**src/verilog/tx_cfg_pkg.sv**
```systemverilog
// Purpose : Shared constants for the transmit front-end and synthesizer
//           configuration register bank.
// Assumes : 8-bit registers addressed by an 8-bit register address.
// Notes   : Status registers also answer at their burst-space alias.
package tx_cfg_pkg;
  localparam int unsigned ADDR_W = 8;
  localparam int unsigned DATA_W = 8;

  // ----------------------------------------------------------------------
  // Register offsets
  // ----------------------------------------------------------------------
  localparam logic [7:0] OFS_FRONT_END_TX_CONFIG   = 8'h22;
  localparam logic [7:0] OFS_SYNTH_CAL_PUMP        = 8'h23;
  localparam logic [7:0] OFS_SYNTH_CAL_OSC_CURRENT = 8'h24;
  localparam logic [7:0] OFS_SYNTH_CAL_CAP_ARRAY   = 8'h25;
  localparam logic [7:0] OFS_SYNTH_CAL_CONTROL     = 8'h26;
  localparam logic [7:0] OFS_RESERVED_TRIM_29      = 8'h29;
  localparam logic [7:0] OFS_RESERVED_TRIM_2A      = 8'h2a;
  localparam logic [7:0] OFS_RESERVED_TRIM_2B      = 8'h2b;
  localparam logic [7:0] OFS_MISC_TRIM_A           = 8'h2c;
  localparam logic [7:0] OFS_MISC_TRIM_B           = 8'h2d;
  localparam logic [7:0] OFS_MISC_TRIM_C           = 8'h2e;
  localparam logic [7:0] OFS_PART_NUMBER_ID        = 8'h30;
  localparam logic [7:0] OFS_CHIP_REVISION_ID      = 8'h31;
  localparam logic [7:0] OFS_PART_NUMBER_ALT       = 8'hf0;
  localparam logic [7:0] OFS_CHIP_REVISION_ALT     = 8'hf1;
  localparam logic [7:0] OFS_VOLATILE_FIRST        = 8'h29;
  localparam logic [7:0] OFS_VOLATILE_LAST         = 8'h2e;

  // ----------------------------------------------------------------------
  // Writable bit masks (unused bits read zero)
  // ----------------------------------------------------------------------
  localparam logic [7:0] MASK_FRONT_END_TX_CONFIG   = 8'h37;
  localparam logic [7:0] MASK_SYNTH_CAL_PUMP        = 8'hff;
  localparam logic [7:0] MASK_SYNTH_CAL_OSC_CURRENT = 8'h3f;
  localparam logic [7:0] MASK_SYNTH_CAL_CAP_ARRAY   = 8'h3f;
  localparam logic [7:0] MASK_SYNTH_CAL_CONTROL     = 8'h7f;

  // ----------------------------------------------------------------------
  // Reset values
  // ----------------------------------------------------------------------
  localparam logic [7:0] RST_FRONT_END_TX_CONFIG   = 8'h10;
  localparam logic [7:0] RST_SYNTH_CAL_PUMP        = 8'ha9;
  localparam logic [7:0] RST_SYNTH_CAL_OSC_CURRENT = 8'h0a;
  localparam logic [7:0] RST_SYNTH_CAL_CAP_ARRAY   = 8'h20;
  localparam logic [7:0] RST_SYNTH_CAL_CONTROL     = 8'h0d;
  localparam logic [7:0] RST_RESERVED_TRIM_29      = 8'h59;
  localparam logic [7:0] RST_RESERVED_TRIM_2A      = 8'h7f;
  localparam logic [7:0] RST_RESERVED_TRIM_2B      = 8'h3f;
  localparam logic [7:0] RST_MISC_TRIM_A           = 8'h88;
  localparam logic [7:0] RST_MISC_TRIM_B           = 8'h31;
  localparam logic [7:0] RST_MISC_TRIM_C           = 8'h0b;

  // ----------------------------------------------------------------------
  // Field positions
  // ----------------------------------------------------------------------
  localparam int unsigned AMP_IDX_LSB      = 0;
  localparam int unsigned AMP_IDX_W        = 3;
  localparam int unsigned LO_DRIVE_LSB     = 4;
  localparam int unsigned PUMP_RESULT_LSB  = 0;
  localparam int unsigned PUMP_EN_LSB      = 4;
  localparam int unsigned PUMP_CFG_LSB     = 6;
  localparam int unsigned OSC_CUR_LSB      = 0;
  localparam int unsigned OSC_CORE_BIT     = 5;
  localparam int unsigned OSC_SEL_EN_BIT   = 1;
  localparam int unsigned POWER_TABLE_SIZE = 2;
endpackage : tx_cfg_pkg

```
**src/verilog/tx_cfg_if.sv**
```systemverilog
// Purpose : Carries the decoded power-table selection between modules.
// Assumes : One power-table entry selected per cycle.
// Notes   : The top module drives the index, the table answers.
`timescale 1ns/1ns
interface tx_cfg_if #(
  parameter int unsigned IDX_W = 3
);
  logic [IDX_W-1:0] amp_level_index;  // Requested table index
  logic [7:0]       amp_setting;      // Selected amplifier setting
  logic             index_in_range;   // Index falls inside the table

  modport ctrl (output amp_level_index, input amp_setting, input index_in_range);
  modport table_side (input amp_level_index, output amp_setting, output index_in_range);
endinterface : tx_cfg_if

```
**src/verilog/tx_synth_frontend_config_regs.sv**
```systemverilog
// Purpose : Transmit front-end and synthesizer calibration configuration
//           registers, trim registers and identification status registers.
// Assumes : The serial configuration port decodes frames into single-cycle
//           read and write strobes with an 8-bit address.
// Notes   : Read data is registered; it appears one cycle after the strobe.
`timescale 1ns/1ns

module tx_synth_frontend_config_regs
  import tx_cfg_pkg::*;
#(
  parameter logic [7:0] PART_NUMBER   = 8'h5a,  // Arbitrary value
  parameter logic [7:0] CHIP_REVISION = 8'h01   // Arbitrary value
) (
  input  wire logic       i_clk,               // Clock, 250 MHz
  input  wire logic       i_rst_n,             // Synchronous reset, active low
  input  wire logic       i_wr_en,             // Register write strobe
  input  wire logic       i_rd_en,             // Register read strobe
  input  wire logic [7:0] i_addr,              // Register address
  input  wire logic [7:0] i_wr_data,           // Write data
  input  wire logic       i_tbl_wr_en,         // Power table write strobe
  input  wire logic [0:0] i_tbl_wr_idx,        // Power table entry
  input  wire logic       i_sleep_enter,       // Pulse: entering sleep
  input  wire logic       i_pump_cal_done,     // Pulse: pump result valid
  input  wire logic [3:0] i_pump_cal_result,   // Pump calibration result
  input  wire logic       i_osc_cal_done,      // Pulse: oscillator results valid
  input  wire logic [4:0] i_osc_cur_result,    // Oscillator current result
  input  wire logic [5:0] i_cap_result,        // Capacitor array result
  output logic [7:0]      o_rd_data,           // Registered read data
  output logic            o_rd_valid,          // Read data valid pulse
  output logic [7:0]      o_amp_setting,       // Selected amplifier setting
  output logic [1:0]      o_lo_buffer_drive,   // LO buffer drive current
  output logic            o_pump_cal_stage_en, // Run pump calibration stage
  output logic [3:0]      o_pump_current,      // Pump output current code
  output logic            o_osc_core_high_sel, // High oscillator core
  output logic [4:0]      o_osc_current,       // Oscillator current code
  output logic [5:0]      o_cap_array,         // Coarse tuning capacitors
  output logic [6:0]      o_synth_cal_control, // Synthesizer cal control
  output logic            o_osc_select_cal_en  // Run oscillator select stage
);
  // ----------------------------------------------------------------------
  // Register storage
  // ----------------------------------------------------------------------
  logic [7:0] front_end_tx_config_r;
  logic [7:0] synth_cal_pump_r;
  logic [7:0] synth_cal_osc_current_r;
  logic [7:0] synth_cal_cap_array_r;
  logic [7:0] synth_cal_control_r;
  logic [7:0] reserved_trim_29_r;
  logic [7:0] reserved_trim_2a_r;
  logic [7:0] reserved_trim_2b_r;
  logic [7:0] misc_trim_a_r;
  logic [7:0] misc_trim_b_r;
  logic [7:0] misc_trim_c_r;
  logic [7:0] rd_data_nxt;

  tx_cfg_if #(.IDX_W(AMP_IDX_W)) tbl_if ();

  function automatic logic hit(input logic [7:0] addr, input logic [7:0] ofs);
    hit = (addr == ofs);
  endfunction : hit

  // ----------------------------------------------------------------------
  // Front-end configuration
  // ----------------------------------------------------------------------
  always_ff @(posedge i_clk) begin
    if (!i_rst_n) begin
      front_end_tx_config_r <= RST_FRONT_END_TX_CONFIG;
    end else if (i_wr_en && hit(i_addr, OFS_FRONT_END_TX_CONFIG)) begin
      front_end_tx_config_r <= i_wr_data & MASK_FRONT_END_TX_CONFIG;
    end
  end

  // ----------------------------------------------------------------------
  // Pump calibration: host write wins, else hardware result updates unless the enable field is 00
  // ----------------------------------------------------------------------
  always_ff @(posedge i_clk) begin
    if (!i_rst_n) begin
      synth_cal_pump_r <= RST_SYNTH_CAL_PUMP;
    end else if (i_wr_en && hit(i_addr, OFS_SYNTH_CAL_PUMP)) begin
      synth_cal_pump_r <= i_wr_data & MASK_SYNTH_CAL_PUMP;
    end else if (i_pump_cal_done && (synth_cal_pump_r[PUMP_EN_LSB +: 2] != 2'b00)) begin
      synth_cal_pump_r[PUMP_RESULT_LSB +: 4] <= i_pump_cal_result;
    end
  end

  // ----------------------------------------------------------------------
  // Oscillator current and capacitor array results, synthesizer cal control
  // ----------------------------------------------------------------------
  always_ff @(posedge i_clk) begin
    if (!i_rst_n) begin
      synth_cal_osc_current_r <= RST_SYNTH_CAL_OSC_CURRENT;
    end else if (i_wr_en && hit(i_addr, OFS_SYNTH_CAL_OSC_CURRENT)) begin
      synth_cal_osc_current_r <= i_wr_data & MASK_SYNTH_CAL_OSC_CURRENT;
    end else if (i_osc_cal_done) begin
      synth_cal_osc_current_r[OSC_CUR_LSB +: 5] <= i_osc_cur_result;
    end
  end

  always_ff @(posedge i_clk) begin
    if (!i_rst_n) begin
      synth_cal_cap_array_r <= RST_SYNTH_CAL_CAP_ARRAY;
    end else if (i_wr_en && hit(i_addr, OFS_SYNTH_CAL_CAP_ARRAY)) begin
      synth_cal_cap_array_r <= i_wr_data & MASK_SYNTH_CAL_CAP_ARRAY;
    end else if (i_osc_cal_done) begin
      synth_cal_cap_array_r <= {2'b00, i_cap_result};
    end
  end

  always_ff @(posedge i_clk) begin
    if (!i_rst_n) begin
      synth_cal_control_r <= RST_SYNTH_CAL_CONTROL;
    end else if (i_wr_en && hit(i_addr, OFS_SYNTH_CAL_CONTROL)) begin
      synth_cal_control_r <= i_wr_data & MASK_SYNTH_CAL_CONTROL;
    end
  end

  // ----------------------------------------------------------------------
  // Trim registers, reloaded on sleep entry
  // ----------------------------------------------------------------------
  always_ff @(posedge i_clk) begin
    if (!i_rst_n || i_sleep_enter) begin
      reserved_trim_29_r <= RST_RESERVED_TRIM_29;
      reserved_trim_2a_r <= RST_RESERVED_TRIM_2A;
      reserved_trim_2b_r <= RST_RESERVED_TRIM_2B;
      misc_trim_a_r      <= RST_MISC_TRIM_A;
      misc_trim_b_r      <= RST_MISC_TRIM_B;
      misc_trim_c_r      <= RST_MISC_TRIM_C;
    end else if (i_wr_en) begin
      if (hit(i_addr, OFS_RESERVED_TRIM_29)) reserved_trim_29_r <= i_wr_data;
      if (hit(i_addr, OFS_RESERVED_TRIM_2A)) reserved_trim_2a_r <= i_wr_data;
      if (hit(i_addr, OFS_RESERVED_TRIM_2B)) reserved_trim_2b_r <= i_wr_data;
      if (hit(i_addr, OFS_MISC_TRIM_A)) misc_trim_a_r <= i_wr_data;
      if (hit(i_addr, OFS_MISC_TRIM_B)) misc_trim_b_r <= i_wr_data;
      if (hit(i_addr, OFS_MISC_TRIM_C)) misc_trim_c_r <= i_wr_data;
    end
  end

  // ----------------------------------------------------------------------
  // Read mux
  // ----------------------------------------------------------------------
  always_comb begin
    unique case (i_addr)
      OFS_FRONT_END_TX_CONFIG:   rd_data_nxt = front_end_tx_config_r;
      OFS_SYNTH_CAL_PUMP:        rd_data_nxt = synth_cal_pump_r;
      OFS_SYNTH_CAL_OSC_CURRENT: rd_data_nxt = synth_cal_osc_current_r;
      OFS_SYNTH_CAL_CAP_ARRAY:   rd_data_nxt = synth_cal_cap_array_r;
      OFS_SYNTH_CAL_CONTROL:     rd_data_nxt = synth_cal_control_r;
      OFS_RESERVED_TRIM_29:      rd_data_nxt = reserved_trim_29_r;
      OFS_RESERVED_TRIM_2A:      rd_data_nxt = reserved_trim_2a_r;
      OFS_RESERVED_TRIM_2B:      rd_data_nxt = reserved_trim_2b_r;
      OFS_MISC_TRIM_A:           rd_data_nxt = misc_trim_a_r;
      OFS_MISC_TRIM_B:           rd_data_nxt = misc_trim_b_r;
      OFS_MISC_TRIM_C:           rd_data_nxt = misc_trim_c_r;
      OFS_PART_NUMBER_ID,
      OFS_PART_NUMBER_ALT:       rd_data_nxt = PART_NUMBER;
      OFS_CHIP_REVISION_ID,
      OFS_CHIP_REVISION_ALT:     rd_data_nxt = CHIP_REVISION;
      default:                   rd_data_nxt = 8'h00;
    endcase
  end

  always_ff @(posedge i_clk) begin
    if (!i_rst_n) begin
      o_rd_data  <= 8'h00;
      o_rd_valid <= 1'b0;
    end else begin
      o_rd_valid <= i_rd_en;
      if (i_rd_en) begin
        o_rd_data <= rd_data_nxt;
      end
    end
  end

  // ----------------------------------------------------------------------
  // Power table lookup
  // ----------------------------------------------------------------------
  assign tbl_if.amp_level_index = front_end_tx_config_r[AMP_IDX_LSB +: AMP_IDX_W];

  power_level_table #(.ENTRIES(POWER_TABLE_SIZE)) u_table (
    .i_clk     (i_clk),
    .i_rst_n   (i_rst_n),
    .i_wr_en   (i_tbl_wr_en),
    .i_wr_idx  (i_tbl_wr_idx),
    .i_wr_data (i_wr_data),
    .tbl       (tbl_if.table_side)
  );

  // ----------------------------------------------------------------------
  // Registered control outputs
  // ----------------------------------------------------------------------
  always_ff @(posedge i_clk) begin
    if (!i_rst_n) begin
      o_amp_setting       <= 8'h00;
      o_lo_buffer_drive   <= RST_FRONT_END_TX_CONFIG[LO_DRIVE_LSB +: 2];
      o_pump_cal_stage_en <= (RST_SYNTH_CAL_PUMP[PUMP_EN_LSB +: 2] != 2'b00);
      o_pump_current      <= RST_SYNTH_CAL_PUMP[PUMP_RESULT_LSB +: 4];
      o_osc_core_high_sel <= RST_SYNTH_CAL_OSC_CURRENT[OSC_CORE_BIT];
      o_osc_current       <= RST_SYNTH_CAL_OSC_CURRENT[OSC_CUR_LSB +: 5];
      o_cap_array         <= RST_SYNTH_CAL_CAP_ARRAY[5:0];
      o_synth_cal_control <= RST_SYNTH_CAL_CONTROL[6:0];
      o_osc_select_cal_en <= RST_MISC_TRIM_C[OSC_SEL_EN_BIT];
    end else begin
      o_amp_setting       <= tbl_if.amp_setting;
      o_lo_buffer_drive   <= front_end_tx_config_r[LO_DRIVE_LSB +: 2];
      o_pump_cal_stage_en <= (synth_cal_pump_r[PUMP_EN_LSB +: 2] != 2'b00);
      o_pump_current      <= synth_cal_pump_r[PUMP_RESULT_LSB +: 4];
      o_osc_core_high_sel <= synth_cal_osc_current_r[OSC_CORE_BIT];
      o_osc_current       <= synth_cal_osc_current_r[OSC_CUR_LSB +: 5];
      o_cap_array         <= synth_cal_cap_array_r[5:0];
      o_synth_cal_control <= synth_cal_control_r[6:0];
      o_osc_select_cal_en <= misc_trim_c_r[OSC_SEL_EN_BIT];
    end
  end
endmodule : tx_synth_frontend_config_regs

```
**src/verilog/power_level_table.sv**
```systemverilog
// Purpose : Small table of programmable amplifier settings, indexed by the
//           amplifier level index.
// Assumes : Entries are written by the host through the top module.
// Notes   : Out-of-range indexes select the last entry.
`timescale 1ns/1ns
module power_level_table
  import tx_cfg_pkg::*;
#(
  parameter int unsigned ENTRIES = POWER_TABLE_SIZE
) (
  input  wire logic       i_clk,      // Clock
  input  wire logic       i_rst_n,    // Synchronous reset, active low
  input  wire logic       i_wr_en,    // Write one table entry
  input  wire logic [0:0] i_wr_idx,   // Entry written
  input  wire logic [7:0] i_wr_data,  // Entry value
  tx_cfg_if.table_side    tbl         // Index in, setting out
);
  if (ENTRIES != 2) begin : g_entries_check
    $error("power_level_table supports two entries");
  end

  logic [7:0] entry_r [ENTRIES];

  // ----------------------------------------------------------------------
  // Entry storage
  // ----------------------------------------------------------------------
  always_ff @(posedge i_clk) begin
    if (!i_rst_n) begin
      for (int i = 0; i < ENTRIES; i++) begin
        entry_r[i] <= 8'h00;
      end
    end else if (i_wr_en) begin
      entry_r[i_wr_idx] <= i_wr_data;
    end
  end

  // ----------------------------------------------------------------------
  // Lookup
  // ----------------------------------------------------------------------
  always_comb begin
    tbl.index_in_range = (tbl.amp_level_index < 3'(ENTRIES));
    if (tbl.index_in_range) begin
      tbl.amp_setting = entry_r[tbl.amp_level_index[0]];
    end else begin
      tbl.amp_setting = entry_r[ENTRIES-1];
    end
  end
endmodule : power_level_table

```
**config.mk**
```make
export PLATFORM = sky130hd
export DESIGN_NAME = tx_synth_frontend_config_regs
export DESIGN_NICKNAME = d
export VERILOG_FILES = /design/src/verilog/tx_cfg_pkg.sv /design/src/verilog/tx_cfg_if.sv /design/src/verilog/tx_synth_frontend_config_regs.sv /design/src/verilog/power_level_table.sv
export SDC_FILE = /design/constraint.sdc
export NUM_CORES = 1
export LEC_CHECK = 0
export BUFFER_PORTS_ARGS = -buffer_cell sky130_fd_sc_hd__buf_2
export CAP_MARGIN = 10
export CORE_MARGIN = 4
export CORE_UTILIZATION = 35
export DETAILED_ROUTE_END_ITERATION = 8
export MAX_ROUTING_LAYER = met4
export SKIP_CTS_REPAIR_TIMING = 1
export SLEW_MARGIN = 30
export SYNTH_ARGS = -nofsm -noshare
export SYNTH_HDL_FRONTEND = slang
export SYNTH_SLANG_ARGS = --single-unit
```
**constraint.sdc**
```tcl
create_clock -name i_clk -period 4.84 [get_ports i_clk]
set_clock_uncertainty 0.1 [all_clocks]
set_input_delay 0.484 -clock i_clk [delete_from_list [all_inputs] [get_ports i_clk]]
set_output_delay 0.484 -clock i_clk [all_outputs]
set_load 0.01 [all_outputs]
```
Word level (Yosys, flattened, before mapping)
Memory sizes are Yosys's and may differ from the RTL's. A register that Yosys moved wholly into a read port is not among the register bits.
Cells that the tools add are included.

word-level totals
  logic and storage cells = 79
  output and inout port bits = 44
  RAM bits = 16
  memories kept = 1
  register bits after elaboration = 124
  input bits = 40

cells by class
  multiplexer cells = 17
  $lt $le $gt $ge = 1
  equality and inequality tests = 15
  reduce and logical (&&, ||, !) cells = 21

memories
  name             words  width  read ports  clocked after memory_dff  write ports  line                     RTL
  u_table.entry_r  2      8      2           1                         2            power_level_table.sv:22  logic [7:0] entry_r [ENTRIES];

operator list
  cell                number
  $eq 8x6->1 const B  13
  $pmux 8 s13         1
  $eq 8x8->1 const B  2
  $mux 8              2
  $mux 6              2
  $reduce_and 2->1    6
  $mux 5              2
  $mux 1              8
  $mux 4              2
  $reduce_bool 2->1   4
  $reduce_or 8->1     1
  $logic_and 1x1->1   6
  $reduce_or 2->1     2
  $lt 3x2->1 const B  1
  $logic_not 1->1     1
  $logic_or 1x1->1    1

Longest topological paths before layout
Gate-level depths: netlist of run 1.

  word-level depth = 5
  mapped depth = 8
  depth with buffers taken out = 5

By module
From an unflattened synthesis of run 1, not the netlist that was laid out.

unflattened totals
  cells, all modules = 618
  area total of the unflattened synthesis = 6003.3 µm²

modules (own cells, without submodules)
  module                         times used  cells each  area an instance (µm²)  seq. area each (µm²)
  tx_synth_frontend_config_regs  1           570         5281.3                  2482.4
  power_level_table              1           48          721.9                   480.5

Worst setup path after synthesis of run 1
No wires, ideal clock.

  kind = input to register
  start = input port i_addr[4]
  end = register reserved_trim_2a_r[0]
  arrival time = 1917 ps
  setup slack = 2694 ps
  stages on the path = 6
  library setup time = 129 ps
  path through = or4b_1 > clkbuf_1 > nor3_4 > nand3_2 > mux2i_1 > nand2_1

between the ends
  word-level cells in the longest chain between the ends = 2

ends and longest elaborated chain
  item                               line                                  RTL
  start, declared                    tx_synth_frontend_config_regs.sv:18   input wire logic [7:0] i_addr,
  $eq 8x6->1                         tx_synth_frontend_config_regs.sv:59   hit = (addr == ofs);
  $reduce_and 2->1 (no source line)  n/a
  end signal, assigned               tx_synth_frontend_config_regs.sv:130  if (hit(i_addr, OFS_RESERVED_TRIM_2A)) reserved_trim_2a_r <= i_wr_data;
  end, declared                      tx_synth_frontend_config_regs.sv:49   logic [7:0] reserved_trim_2a_r;

Every way passes these cells.
A chain may end at the register's enable or synchronous reset.

Final worst setup path of run 1
  start = input port i_addr[3]
  end = register synth_cal_osc_current_r[1]

between the ends
  word-level cells in the longest chain between the ends = 3
  elaborated cells between the ends (all ways) = 4
  classes of those cells = eq/ne (1); mux (1); reduce/logical (2)

ends and longest elaborated chain
  item                                         line                                 RTL
  $eq 8x6->1 (*)                               tx_synth_frontend_config_regs.sv:59
  $logic_and 1x1->1 (*)                        tx_synth_frontend_config_regs.sv:92  end else if (i_wr_en && hit(i_addr, OFS_SYNTH_CAL_OSC_CURRENT)) begin
  $mux 5 or $reduce_bool 2->1 (tied branches)  n/a
  end signal, assigned                         tx_synth_frontend_config_regs.sv:93  synth_cal_osc_current_r <= i_wr_data & MASK_SYNTH_CAL_OSC_CURRENT;
  end signal, assigned by index                tx_synth_frontend_config_regs.sv:95  synth_cal_osc_current_r[OSC_CUR_LSB +: 5] <= i_osc_cur_result;
  end, declared                                tx_synth_frontend_config_regs.sv:45  logic [7:0] synth_cal_osc_current_r;

Mark *: on every way between the ends. The rest lies on a longest branch, timed or not.

==> flow_summary.json, run 1 <==
{
  "min_path_type": "input port to flip-flop",
  "cp-start-kind": "input port",
  "clock_sinks": 141,
  "drt_iter0_drc": 426,
  "rrSetupSlack_ns": 2.81,
  "port_buffers": 83,
  "combinationalPowerShare_pct": 6.5,
  "synth_seq_area_share_pct": 49.8,
  "p_leak_nw": 3.33,
  "cts_buffer_depth": 2,
  "rows": 47,
  "insertion_delay_ns": 0.43,
  "worstHoldPathCells": 3,
  "grt_pass1_wl_um": 26000,
  "ant_nets": 0,
  "track_usage_pct": 17.7,
  "avgRoutedWirePerCell_um": 18.8,
  "min_to": "synth_cal_pump_r[1]",
  "drive_gt1_share_pct": 21.5,
  "synth_area_leaders": "dfxtp_1 (42%), mux2i_1 (15%), edfxtp_1 (8.0%)",
  "slowest_stage": "nor2b_1",
  "antenna_found_initial": 0,
  "switching_power_mw": 0.627,
  "min-delay-start": "i_pump_cal_result[1]",
  "finalPower_mw": 2.69,
  "ys_warn_count": 0,
  "clockRootBuffer": "clkbuf_16",
  "setup_tns_ns": 0,
  "pwr-share-clk_pct": 48.0,
  "diodes": 0,
  "worst_pin_slew_ns": 1.00,
  "hpwl_um": 11500,
  "r2r-end": "o_rd_data[4]",
  "r2r_start": "front_end_tx_config_r[4]",
  "intPower_mw": 2.06,
  "syn_area_per_cell_um2": 10.1,
  "worstPathCellList": "buf_2 > nor2b_1 > nand4_1 > o21ai_0 > nand2_1",
  "swShare_pct": 23.3,
  "via_per_inst": 5.20,
  "die-area_um2": 19300,
  "mappedNetlistArea_um2": 5980,
  "synth.distinct_cells": 52,
  "slew_headroom_pct": 33.0,
  "met3WireLength_um": 1030,
  "met1_length_um": 7510,
  "die_x_um": 139,
  "peakVddDrop_mv": 0.266,
  "grt_pass1_vias": 4533,
  "drc": 0,
  "hold_violations": 0,
  "area_growth_pct": 18.9,
  "path_clk_slew_ns": 0.06,
  "grt_max_degree": 41,
  "start_util_pct": 36.0,
  "seq_power_share_pct": 45.5,
  "outcome": "finished, final reports clean",
  "io_pins": 84,
  "cts_tree": "yes",
  "wl_met2_um": 7830,
  "synth_top_area_share_pct": 41.8,
  "h-tree-depth": 4,
  "drt-total-wl_um": 16600,
  "reg2reg_depth": 5,
  "highest-signal-layer": "met4",
  "powerDensity_nw_per_um2": 378,
  "slew_violations": 0,
  "place.gp.congestion": 0.886,
  "firstDrtPassIters": 5,
  "cp_slowest_stage_delay_ns": 0.86,
  "vias": 4605,
  "die_h_um": 139,
  "cap_violations": 0,
  "syn_inst": 590,
  "yosysTopAreaCell": "dfxtp_1",
  "cp.required_ns": 5.03,
  "setup_viol": 0,
  "coreArea_um2": 16600,
  "hold_slack_ns": 0.224,
  "syn_nets": 630,
  "worstSetupEndpointType": "flip-flop",
  "overflow": 0,
  "synth_seq_cells": 141,
  "period_minus_slack_ns": 2.52,
  "worstPathMaxFanout": 26,
  "nets": 692,
  "worstSetupPathType": "input port to flip-flop",
  "min_period_over_period_pct": 52.2,
  "fmax_mhz": 396,
  "cts_made_buffers": 17,
  "rsz0062_at_grt": "false",
  "arrival_ns": 2.71
}
area by class of cell:
class                   count  area (µm²)
inverters                   2        7.51
well taps                 220         275
fillers                  1625        9530
clock buffers              19         454
repair buffers             86         438
clock inverters            13         138
multi-input cells         404        2820
flip-flops and latches    141        2980
layout by cell type, fill, tap and decap left out, drive strengths merged, types with 6 or more instances in the layout:
cell type	netlist	final
edfxtp	16	16
nand3	32	32
nor2	30	30
mux2	10	10
buf	13	86
nand2	68	68
o21ai	15	15
o211a	8	8
clkinv	1	8
dfxtp	125	125
clkbuf	30	19
nor2b	28	28
and2	36	36
a22oi	9	9
nand2b	15	15
and3	6	6
mux2i	89	89
synthesized netlist by cell type, drive strengths merged:
| library cell | instances |
|---|---|
| a2111oi | 2 |
| a211oi | 1 |
| a21boi | 2 |
| a21oi | 5 |
| a221oi | 3 |
| a222oi | 2 |
| a22o | 1 |
| a22oi | 9 |
| a2bb2oi | 3 |
| a31oi | 3 |
| a32oi | 4 |
| a41oi | 1 |
| and2 | 36 |
| and3 | 6 |
| and4 | 1 |
| buf | 13 |
| clkbuf | 30 |
| clkinv | 1 |
| dfxtp | 125 |
| edfxtp | 16 |
| inv | 1 |
| mux2 | 10 |
| mux2i | 89 |
| mux4 | 1 |
| nand2 | 68 |
| nand2b | 15 |
| nand3 | 32 |
| nand4 | 5 |
| nor2 | 30 |
| nor2b | 28 |
| nor3 | 2 |
| nor3b | 3 |
| nor4b | 1 |
| o211a | 8 |
| o211ai | 3 |
| o21a | 3 |
| o21ai | 15 |
| o22ai | 4 |
| o2bb2ai | 2 |
| o311a | 1 |
| o32ai | 2 |
| or3 | 1 |
| or4b | 1 |
| xnor2 | 1 |
power by group through the flow:
stage	combinational [mW]	clock (mW)	sequential, mW
floorplan	0.105	0	1.25
global placement	0.173	0	1.25
detailed placement	0.174	0	1.25
CTS	0.175	1.31	1.22
global route	0.191	1.37	1.23
finish	0.176	1.29	1.22
per-layer routing:
layer / vias up / track usage, %
met1: 2228 / 22.6
met4: 0 / 5.46
met3: 17 / 4.72
li1: 2205 / -
met5: - / -
met2: 155 / 27.7
registers in the layout, indices dropped and copies added, names as in the netlist, 7 cells and up, named ones only:
register,count
synth_cal_control_r,7
u_table.entry_r,16
misc_trim_a_r,8
reserved_trim_29_r,8
reserved_trim_2a_r,8
reserved_trim_2b_r,8
o_amp_setting,8
misc_trim_b_r,8
misc_trim_c_r,8
synth_cal_pump_r,8
o_rd_data,8
o_synth_cal_control,7
through the flow:
step	std cells	worst slack, ns	instance area [µm²]	util [%]
after global routing	885	2.25	7110	42.7
after detailed placement	853	1.97	6520	39.2
after global placement	853	2.02	6520	39.2
after CTS	885	2.42	7110	42.7
after floorplan	590	2.69	5980	-
final	885	2.32	7110	42.7
kinds of logic after synthesis:
| logic type | count (synthesis) | synth area share, % |
|---|---|---|
| buffers and inverters | 45 | 3.09 |
| XOR/XNOR | 1 | 0.146 |
| AO/OA/AOI/OAI | 74 | 9.14 |
| flip-flops | 141 | 49.8 |
| multiplexers | 100 | 17.1 |
| AND/OR/NAND/NOR | 229 | 20.6 |
worst max-delay path: cells and delay by family:
family | cells | cell delay, ns
AOI/OAI and AO/OA | 1 | 0.37
buffers and inverters | 1 | 0.31
and+or+nand+nor | 3 | 1.54
how the worst max path moves through the flow:
stage,startpoint,end,slack [ns],cells after the start
5_1_grt,i_addr[3],synth_cal_osc_current_r[1],2.25,5
3_3_place_gp,i_addr[3],o_rd_data[4],2.02,6
2_1_floorplan,i_addr[4],reserved_trim_2a_r[0],2.69,6
3_5_place_dp,i_addr[3],synth_cal_cap_array_r[5],1.97,5
4_1_cts,i_addr[3],synth_cal_cap_array_r[5],2.42,5
6_report,i_addr[3],synth_cal_osc_current_r[1],2.32,5
Power figures use the tool's default switching activity.
==> run 2: changes to the inputs <==
==> constraint.sdc (replaced) <==
create_clock -name i_clk -period 2.33 [get_ports i_clk]
set_clock_uncertainty 0.1 [all_clocks]
set_input_delay 0.233 -clock i_clk [delete_from_list [all_inputs] [get_ports i_clk]]
set_output_delay 0.233 -clock i_clk [all_outputs]
set_load 0.01 [all_outputs]
==> flow_summary.json, run 2 (synthesis gave the netlist of run 1 again) <==
{
  "outcome": "finished, final reports clean",
  "drc": 0,
  "powerDensity_nw_per_um2": 800,
  "nets": 715,
  "cp.required_ns": 2.50,
  "final_util_pct": 44.1,
  "place_area_um2": 6690,
  "arrival_ns": 2.13,
  "die_h_um": 139,
  "place_ws_ns": 0.0641,
  "insertion_delay_ns": 0.42,
  "firstDrtPassIters": 5,
  "min_path_type": "input port to flip-flop",
  "slew_headroom_pct": 51.6,
  "fmax_mhz": 510,
  "worstPathMaxFanout": 3,
  "reg2reg_depth": 6,
  "pwr-share-clk_pct": 50.2,
  "worst_pin_slew_ns": 0.724,
  "drt_iter0_drc": 380,
  "swShare_pct": 22.6,
  "rsz0062_at_grt": "false",
  "cts_buffer_depth": 2,
  "worstHoldPathCells": 3,
  "slew_violations": 0,
  "rows": 47,
  "antenna_found_initial": 0,
  "period_minus_slack_ns": 1.96,
  "hold_violations": 0,
  "area_growth_pct": 22.7,
  "coreArea_um2": 16600,
  "ant_nets": 0,
  "cap_violations": 0,
  "seq_power_share_pct": 43.3,
  "grt_pass1_vias": 4558,
  "cts_made_buffers": 17,
  "clock_sinks": 141,
  "setup_tns_ns": 0,
  "grt_max_degree": 51,
  "min_period_over_period_pct": 84.1,
  "drive_gt1_share_pct": 24.3,
  "port_buffers": 83,
  "io_pins": 84,
  "p_leak_nw": 3.46,
  "worst_slack_ns": 0.371,
  "mostFrequentLayoutCell": "dfxtp_1",
  "die_x_um": 139,
  "diodes": 0,
  "switching_power_mw": 1.33,
  "cp-start-kind": "flip-flop",
  "final_cell_mix": "dfxtp_1 (125), mux2i_1 (89), buf_2 (83), nand2_1 (67), and2_1 (36)",
  "grt_pass1_wl_um": 26200,
  "fin_area_um2": 7350,
  "die-area_um2": 19300,
  "place.gp.congestion": 0.884,
  "drt-total-wl_um": 16800,
  "cts_tree": "yes",
  "intPower_mw": 4.55,
  "path_clk_slew_ns": 0.06,
  "vias": 4730,
  "setup_viol": 0,
  "hpwl_um": 11800,
  "track_usage_pct": 17.8,
  "peakVddDrop_mv": 0.492,
  "via_per_inst": 5.21,
  "start_util_pct": 36.0,
  "clockRootBuffer": "clkbuf_16",
  "avgRoutedWirePerCell_um": 18.5,
  "regMostFlops": "u_table.entry_r",
  "h-tree-depth": 4,
  "largest_reg_flops": 16,
  "worstSetupEndpointType": "flip-flop",
  "overflow": 0,
  "combinationalPowerShare_pct": 6.5,
  "worstSetupPathType": "flip-flop to flip-flop"
}
run 2: changes by cell type in the layout (fill, tap and decap cells not counted), moves of 2 or more:
cell        previous run  this run
inv_6                  3         1
clkinv_1               3         1
buf_4                  3        25
bufinv_16              2         4
clkinvlp_4             1         4
run 2: layer usage:
layer | vias up | track usage [%] | part of all wire (%)
li1 | 2252 | - | -
met1 | 2273 | 23.2 | 45
met2 | 175 | 27.2 | 46
met3 | 30 | 4.00 | 6.0
met4 | 0 | 6.90 | 2.6
met5 | - | - | 0
run 2: final cells by class:
class	count	area [µm²]
fillers	1572	9300
repair buffers	109	613
clock buffers	19	464
inverters	2	7.51
multi-input cells	404	2820
flip-flops and latches	141	2980
well taps	220	275
clock inverters	13	186
run 2: stage by stage:
| stage | total power, mW | hold WS [ns] | cells |
|---|---|---|---|
| 3_5_place_dp | 2.98 | 0.352 | 875 |
| 3_3_place_gp | 2.97 | 0.350 | 875 |
| 6_report | 5.88 | 0.0313 | 908 |
| 4_1_cts | 5.92 | -0.0150 | 907 |
| 5_1_grt | 6.07 | 0.0463 | 908 |
| 2_1_floorplan | 2.82 | 0.277 | 590 |
run 2: worst paths after layout:
kind                             from             endpoint  slack (ns)
max          synth_cal_cap_array_r[1]         o_rd_data[1]        0.37
min              i_pump_cal_result[2]  synth_cal_pump_r[2]        0.03
max reg2reg  synth_cal_cap_array_r[1]         o_rd_data[1]        0.37
min reg2reg              o_rd_data[7]         o_rd_data[7]        0.36
run 2: critical path: stages, from the launching register on:
cell,delay (ns)
dfxtp_1,0.34
mux2_2,0.27
a22oi_1,0.14
o22ai_1,0.12
a2111oi_0,0.56
buf_4,0.21
o21ai_0,0.07
run 2: power by group through the flow:
stage                     clock, mW  sequential, mW  combinational, mW
after CTS                      2.99            2.54              0.383
final                          2.95            2.54              0.384
after detailed placement          0            2.59              0.381
after global routing           3.11            2.55              0.415
after global placement            0            2.59              0.378
after floorplan                   0            2.60              0.219
